[config.mk]
export PLATFORM = sky130hd
export DESIGN_NAME = anar_advertise_register
export DESIGN_NICKNAME = d
export VERILOG_FILES = /design/src/anar_pkg.sv /design/src/anar_page_if.sv /design/src/anar_page_latch.sv /design/src/anar_advertise_register.sv
export VERILOG_INCLUDE_DIRS = /design/src
export SDC_FILE = /design/constraint.sdc
export NUM_CORES = 1
export LEC_CHECK = 0
export ABC_AREA = 1
export BUFFER_PORTS_ARGS = -buffer_cell sky130_fd_sc_hd__buf_2
export CAP_MARGIN = 20
export CELL_PAD_IN_SITES_DETAIL_PLACEMENT = 1
export CELL_PAD_IN_SITES_GLOBAL_PLACEMENT = 1
export CORE_MARGIN = 1
export CORE_UTILIZATION = 25
export CTS_CLUSTER_DIAMETER = 50
export DETAILED_ROUTE_END_ITERATION = 12
export GPL_TIMING_DRIVEN = 0
export PLACE_DENSITY = 0.86
export RECOVER_POWER = 100
export SYNTH_ARGS = -nofsm -noshare
export SYNTH_HDL_FRONTEND = slang
export SYNTH_SLANG_ARGS = --single-unit
[constraint.sdc]
create_clock -name core_clk -period 1.05 [get_ports core_clk]
set_input_delay 0.105 -clock core_clk [delete_from_list [all_inputs] [get_ports core_clk]]
set_output_delay 0.105 -clock core_clk [all_outputs]
set_load 0.02 [all_outputs]
[src/anar_params.svh]
`ifndef ANAR_PARAMS_SVH
`define ANAR_PARAMS_SVH

// Register byte offsets
`define ANAR_OFS_CTRL          4'h0
`define ANAR_OFS_ADV           4'h4
`define ANAR_OFS_STAT          4'h8
`define ANAR_OFS_PAGE          4'hC

// Field positions in the advertisement register
`define ANAR_BIT_NEXT_PAGE     15
`define ANAR_BIT_REMOTE_FAULT  13
`define ANAR_BIT_100_FULL      8
`define ANAR_BIT_100_HALF      7
`define ANAR_BIT_10_FULL       6
`define ANAR_BIT_10_HALF       5

// Control and status fields
`define ANAR_BIT_RESTART       0
`define ANAR_BIT_LOADED        0

// Masks and reset values
`define ANAR_WRITE_MASK        16'h21E0
`define ANAR_RSVD_MASK         16'h5E00
`define ANAR_ADV_RESET         16'h01E0
`define ANAR_BE_LOW            0
`define ANAR_BE_HIGH           1

`endif

[src/anar_pkg.sv]
package anar_pkg;

  typedef logic [15:0] anar_word_type;

  typedef enum logic {
    NEG_IDLE,
    NEG_ADVERTISE
  } anar_neg_state_type;

endpackage

[src/anar_page_if.sv]
`timescale 1ns/1ps

interface anar_page_if;
  logic [15:0] adv;
  logic        capture;
  logic [15:0] page;
  logic        loaded;
  logic        start;

  modport regs  (output adv, output capture,
                 input page, input loaded, input start);
  modport latch (input adv, input capture,
                 output page, output loaded, output start);
endinterface

[src/anar_page_latch.sv]
`timescale 1ns/1ps
`include "anar_params.svh"

module anar_page_latch
  import anar_pkg::*;
(
  // Clock and reset
  input wire logic core_clk,
  input wire logic rst_b,
  // Register side
  anar_page_if.latch pg
);

  anar_neg_state_type state;
  anar_neg_state_type next_state;
  anar_word_type      next_page;
  logic               next_loaded;
  logic               next_start;

  ////////////////////////////////////////////////////////////////////////////
  always_comb begin
    next_state  = state;
    next_page   = pg.page;
    next_start  = 1'b0;
    if (pg.capture) begin
      next_page  = pg.adv;
      next_start = 1'b1;
      next_state = NEG_ADVERTISE;
    end
    next_loaded = (next_state == NEG_ADVERTISE);
  end

  always_ff @(posedge core_clk) begin
    if (!rst_b) begin
      state     <= NEG_IDLE;
      pg.page   <= 16'h0000;
      pg.loaded <= 1'b0;
      pg.start  <= 1'b0;
    end else begin
      state     <= next_state;
      pg.page   <= next_page;
      pg.loaded <= next_loaded;
      pg.start  <= next_start;
    end
  end
endmodule

[src/anar_advertise_register.sv]
// Chosen here: register access over Avalon-MM and the register offsets.
`timescale 1ns/1ps
`include "anar_params.svh"

module anar_advertise_register
  import anar_pkg::*;
(
  // Clock and reset
  input  wire logic        core_clk,
  input  wire logic        rst_b,
  // Avalon-MM slave
  input  wire logic [3:0]  avs_address,
  input  wire logic        avs_read,
  input  wire logic        avs_write,
  input  wire logic [3:0]  avs_byteenable,
  input  wire logic [31:0] avs_writedata,
  output      logic [31:0] avs_readdata,
  output      logic        avs_waitrequest,
  // Negotiation side
  output      logic [15:0] base_page,
  output      logic        neg_start
);

  anar_page_if pg ();

  anar_word_type adv;
  anar_word_type next_adv;
  anar_word_type wmask;
  logic [31:0]   next_rdata;
  logic          next_wait;
  logic          restart;
  logic          next_restart;
  logic          req;
  logic          acc;

  assign req = avs_read || avs_write;
  // Transfer completes on the edge that sees waitrequest low
  assign acc = req && !avs_waitrequest;

  ////////////////////////////////////////////////////////////////////////////
  function automatic logic [31:0] read_mux(input logic [3:0] a,
                                           input anar_word_type v,
                                           input anar_word_type p,
                                           input logic l);
    logic [31:0] r;
    r = 32'h0000_0000;
    unique case (a)
      `ANAR_OFS_ADV:  r = {16'h0000, v & ~`ANAR_RSVD_MASK};
      `ANAR_OFS_STAT: r = {31'h0000_0000, l};
      `ANAR_OFS_PAGE: r = {16'h0000, p};
      default:        r = 32'h0000_0000;
    endcase
    return r;
  endfunction

  ////////////////////////////////////////////////////////////////////////////
  always_comb begin
    next_wait  = !(req && avs_waitrequest);
    next_rdata = avs_readdata;
    if (avs_read && avs_waitrequest) begin
      next_rdata = read_mux(avs_address, adv, pg.page, pg.loaded);
    end
  end

  always_ff @(posedge core_clk) begin
    if (!rst_b) begin
      avs_waitrequest <= 1'b1;
      avs_readdata    <= 32'h0000_0000;
    end else begin
      avs_waitrequest <= next_wait;
      avs_readdata    <= next_rdata;
    end
  end

  ////////////////////////////////////////////////////////////////////////////
  always_comb begin
    // reserved and next-page bits never written
    wmask = {{8{avs_byteenable[`ANAR_BE_HIGH]}},
             {8{avs_byteenable[`ANAR_BE_LOW]}}} & `ANAR_WRITE_MASK;
    next_adv = adv;
    // remote fault and abilities take writes
    if (acc && avs_write && avs_address == `ANAR_OFS_ADV) begin
      next_adv = (adv & ~wmask) | (avs_writedata[15:0] & wmask);
    end
    next_restart = acc && avs_write && avs_address == `ANAR_OFS_CTRL &&
                   avs_byteenable[`ANAR_BE_LOW] &&
                   avs_writedata[`ANAR_BIT_RESTART];
  end

  // Restart starts high so negotiation begins right after reset
  // abilities reset high
  always_ff @(posedge core_clk) begin
    if (!rst_b) begin
      adv     <= `ANAR_ADV_RESET;
      restart <= 1'b1;
    end else begin
      adv     <= next_adv;
      restart <= next_restart;
    end
  end

  ////////////////////////////////////////////////////////////////////////////
  assign pg.adv     = adv;
  assign pg.capture = restart;
  assign base_page  = pg.page;
  assign neg_start  = pg.start;

  anar_page_latch anar_page_latch_i (
    .core_clk (core_clk),
    .rst_b    (rst_b),
    .pg       (pg.latch)
  );
endmodule

# After elaboration in Yosys (flattened, before gate mapping)
# Cells that the tools add are included.
totals:
  elab_cells: 28
  register_bits: 68
  inputBits: 44
classes:
  n_reduce_logical: 12
  bitwise: 4
  muxes: 2
  n_eq_ne: 3
ops:
  columns: ["op", "count"]
  rows:
  - ["case mux 16 bit (3 select lines)", 1]
  - ["AND 16 x 14 -> 16 bit", 1]
  - ["AND 16 bit", 1]
  - ["NOT 14 -> 16 bit", 1]
  - ["bitwise OR 16 bit", 1]
  - ["equality test 4 bit (second input constant)", 2]
  - ["logical AND 1 bit", 8]
  - ["equality test 4 x 3 -> 1 bit (second input constant)", 1]
  - ["logical NOT 4 bit", 1]
  - ["logical NOT 1 bit", 2]
  - ["logical OR 1 bit", 1]
  - ["2-to-1 mux 1 bit", 1]

# Depth between registers and ports, before layout
logic_depth:
  depth_word: 6
  mapped_depth: 6
  mapped_depth_nobuf: 6

# Hierarchy
# Synthesis repeated with hierarchy kept, for this count alone.
hier_totals:
  hier_cells: 263
  area_unflattened_um2: 1895.6
by_module_without_submodules:
  columns: ["module", "instances", "cells_per_inst", "area_each_um2"]
  rows:
  - ["anar_advertise_register", 1, 155, 1156.1]
  - ["anar_page_latch", 1, 108, 739.5]

# Least setup slack after synthesis
# Ideal clock, no wire load.
synth_timing:
  path_type: "reg2reg"
  start: "register avs_waitrequest"
  end: "register avs_readdata[0]"
  arrival_time_ns: 0.966
  setup_time_ns: 0.070
  slack_ns: 0.014
  period_less_slack_ns: 1.036
  path_buffers: 0
  path_stages_with_launch: 5
  cell_sequence: "dfxtp_1 -> nand2_2 -> inv_6 -> nand4_1 -> a21oi_1"
synth_between:
  elab_chain_cells: 1
synth_lines:
  columns: ["item", "line", "source"]
  rows:
  - ["from (decl)", "anar_advertise_register.sv:18", "output logic avs_waitrequest,"]
  - ["from (signal assigned)", "anar_advertise_register.sv:70", "avs_waitrequest <= next_wait;"]
  - ["logical AND 1 bit", "anar_advertise_register.sv:60", "if (avs_read && avs_waitrequest) begin"]
  - ["to (signal assigned)", "anar_advertise_register.sv:71", "avs_readdata <= next_rdata;"]
  - ["to (decl)", "anar_advertise_register.sv:17", "output logic [31:0] avs_readdata,"]
# Every way passes these cells.
# A chain may end at the register's enable or synchronous reset.

==> reports/metrics.cfg <==
[pwr]
fin_total_pwr_mw = 1.737
power.switching_mw = 0.5328
p_seq_frac = 0.467
ir_worst_vdd_mv = 0.4759
clkPwrFrac = 0.283
power_frac_comb = 0.250
power.leakage_nw = 0.8253
netSwitchingFraction = 0.3067
power.internal_mw = 1.205
power_density_nw_per_um2 = 1125

[worst_setup_path]
critPathKind = reg2reg
cpPeakStageDelay_ns = 0.36
crit_arrival_ns = 1.10
startpoint_type = flop
slowest_stage = dfxtp_2
worstPathMaxFanout = 6
critPathCaptureType = flop
cp_cell_sequence = nor2_4 > nand3_2 > o21ai_1 > nand3_1
cp.required_ns = 1.19
reg2reg_slack_ns = 0.09

[global_route]
grt_pass1_wl_um = 4533
busiest_layer = met2
grt.overflow.total = 0
grt.met1_usage = 0.1344
use_met2 = 0.1966
grt_usage = 0.1142
grt_max_degree = 11
grt_use_met3 = 0.03463
grt_antenna_before_repair = 0
grt_pass1_vias = 1031

[synthesis]
yosysTopAreaCell = dfxtp_1
ys_ff_latch = 20
ys_types = 19
syn-cell-area_sq_um = 1160
synthTopCellsByCount = 37 x buf_4, 26 x nand2_1, 20 x dfxtp_1
yosysTopAreaCellShare = 0.3452
yosys_warnings = 0
synth_area_leaders = dfxtp_1 35%, buf_4 24%, nand2_1 8.4%, nand3_1 6.9%, nor2_1 4.5%
ys_seq_area_frac = 0.3452
netlist_instances = 155
yosysMostFrequentCell = buf_4
syn_avg_cell_area_sq_um = 7.483
synth_edf_count = 0
synth_ff_type = dfxtp_1
async_flop_share = 0

[routing]
post_drt_wl_per_cell_um = 9.785
dr.pass1.iters = 4
num_vias = 1106
route.detailed.drc = 0
via_per_inst = 4.022
drt_first_iter_violations = 27
wl_um = 2691
antenna_left = 0

[placed_design]
pre_cts_slack_ns = 0.02150
finalWeightedCongestion = 0.7882
io_buffers = 28
hpwl_um = 2214

[timing]
final-setup-viol-count = 0
finalHoldViolations = 0
setup-tns-final_ns = 0
slew_viol_final = 0
setup_ws_ns = 0.08824
period_share = 0.9160
fmax_ghz = 1.040
finClkSkew_ns = 0.002878
min_period_ns = 0.9618

[floorplanning]
num_io_pins = 94
die_x_um = 70.12
rows = 24
die-height_um = 70.12
die-area_sq_um = 4916
start_util = 0.2628
fp.coreArea_sq_um = 4414

[clock_tree]
cts_buffers = 3
cts.clk_slew.worst_paths_ns = 0.07
htreeDepth = 1
worstSkewPairLatency_ns = 0.25
cts_tree = done
clock_path_buffers = 2
cts_num_sinks = 20
clk_root_buffer_cell = clkbuf_8

[layout]
syn_to_final_growth_pct = 33.12
drive_gt1_frac = 0.3318
diodes = 0
layout.nets = 269

[flow_run]
maxCapViolCount = 0

[outcome]
outcome = complete, no violations

[hold_path]
hold_path.class = in2reg

==> power groups by stage <==
stage	Clock, mW	Combinational (mW)	Sequential [mW]
6_report	0.491	0.434	0.812
5_1_grt	0.544	0.470	0.817
4_1_cts	0.510	0.429	0.810
3_5_place_dp	0	0.429	0.826
3_3_place_gp	0	0.423	0.826
2_1_floorplan	0	0.312	0.850
==> cells by family (layout without fill, tap and decap cells) <==
group / count (synthesis) / in the layout / synth area share
buffers and inverters: 51 / 83 / 0.2967
AO/OA/AOI/OAI: 14 / 14 / 0.06257
flip-flops: 20 / 20 / 0.3452
other: 1 / 37 / 0.003233
AND/OR/NAND/NOR: 69 / 69 / 0.2923
==> per-layer routing <==
metal	wire, um	vias to the layer above
li1	-	561
met4	47	0
met1	1112	504
met5	0	-
met3	168	4
met2	1362	37
==> stage by stage <==
step	hold WS, ns	utilization	area (sq um)	instances
2_1_floorplan	0.2209	-	1295	191
3_3_place_gp	0.3326	0.3399	1500	271
3_5_place_dp	0.3420	0.3399	1500	271
4_1_cts	0.07651	0.3492	1541	274
5_1_grt	0.08013	0.3498	1544	275
6_report	0.07684	0.3498	1544	275
==> layout by cell type (no fill, tap or decap) <==
cell type,netlist,routed
o21ai_1,2,2
nor2_1,14,14
nand3_2,2,2
inv_1,8,8
buf_6,1,1
a21oi_1,6,6
o211ai_1,1,1
buf_4,37,38
nand2_1,26,26
nor2_4,4,4
o21ai_0,5,5
nand2_4,0,1
conb_1,1,37
dfxtp_1,20,19
dfxtp_2,0,1
nand3_1,16,16
inv_2,3,3
buf_2,1,20
clkbuf_8,0,3
clkbuf_1,0,9
inv_6,1,1
nand4_1,6,6
==> critical path: cells and delay by family (launching register included) <==
kind / cells / cell delay (ns)
flip-flops: 1 / 0.36
AND/OR/NAND/NOR: 3 / 0.36
AO/OA/AOI/OAI: 1 / 0.13
==> cell type report <==
| type | instances | area (sq um) |
|---|---|---|
| fill | 604 | 2870 |
| multi-input combinational | 120 | 555.5 |
| sequential | 20 | 401.6 |
| buffer | 39 | 294.0 |
| timing repair buffer | 29 | 136.4 |
| tap | 52 | 65.06 |
| inverter | 12 | 50.05 |
| clock buffer | 3 | 41.29 |
==> worst paths after layout <==
kind,depth (start not counted),start,end
max,4,avs_waitrequest$_SDFF_PN1_,flop
min,2,avs_write,avs_waitrequest$_SDFF_PN1_
max reg2reg,4,avs_waitrequest$_SDFF_PN1_,flop
min reg2reg,2,anar_page_latch_i.pg.loaded$_SDFFE_PN0P_,anar_page_latch_i.pg.loaded$_SDFFE_PN0P_
==> repair_timing <==
item,in CTS,in global routing
setup buffers,0,1
hold buffers,0,0
resized for setup,0,2
setup endpoints to repair,0,6
Power figures use the tool's default switching activity.
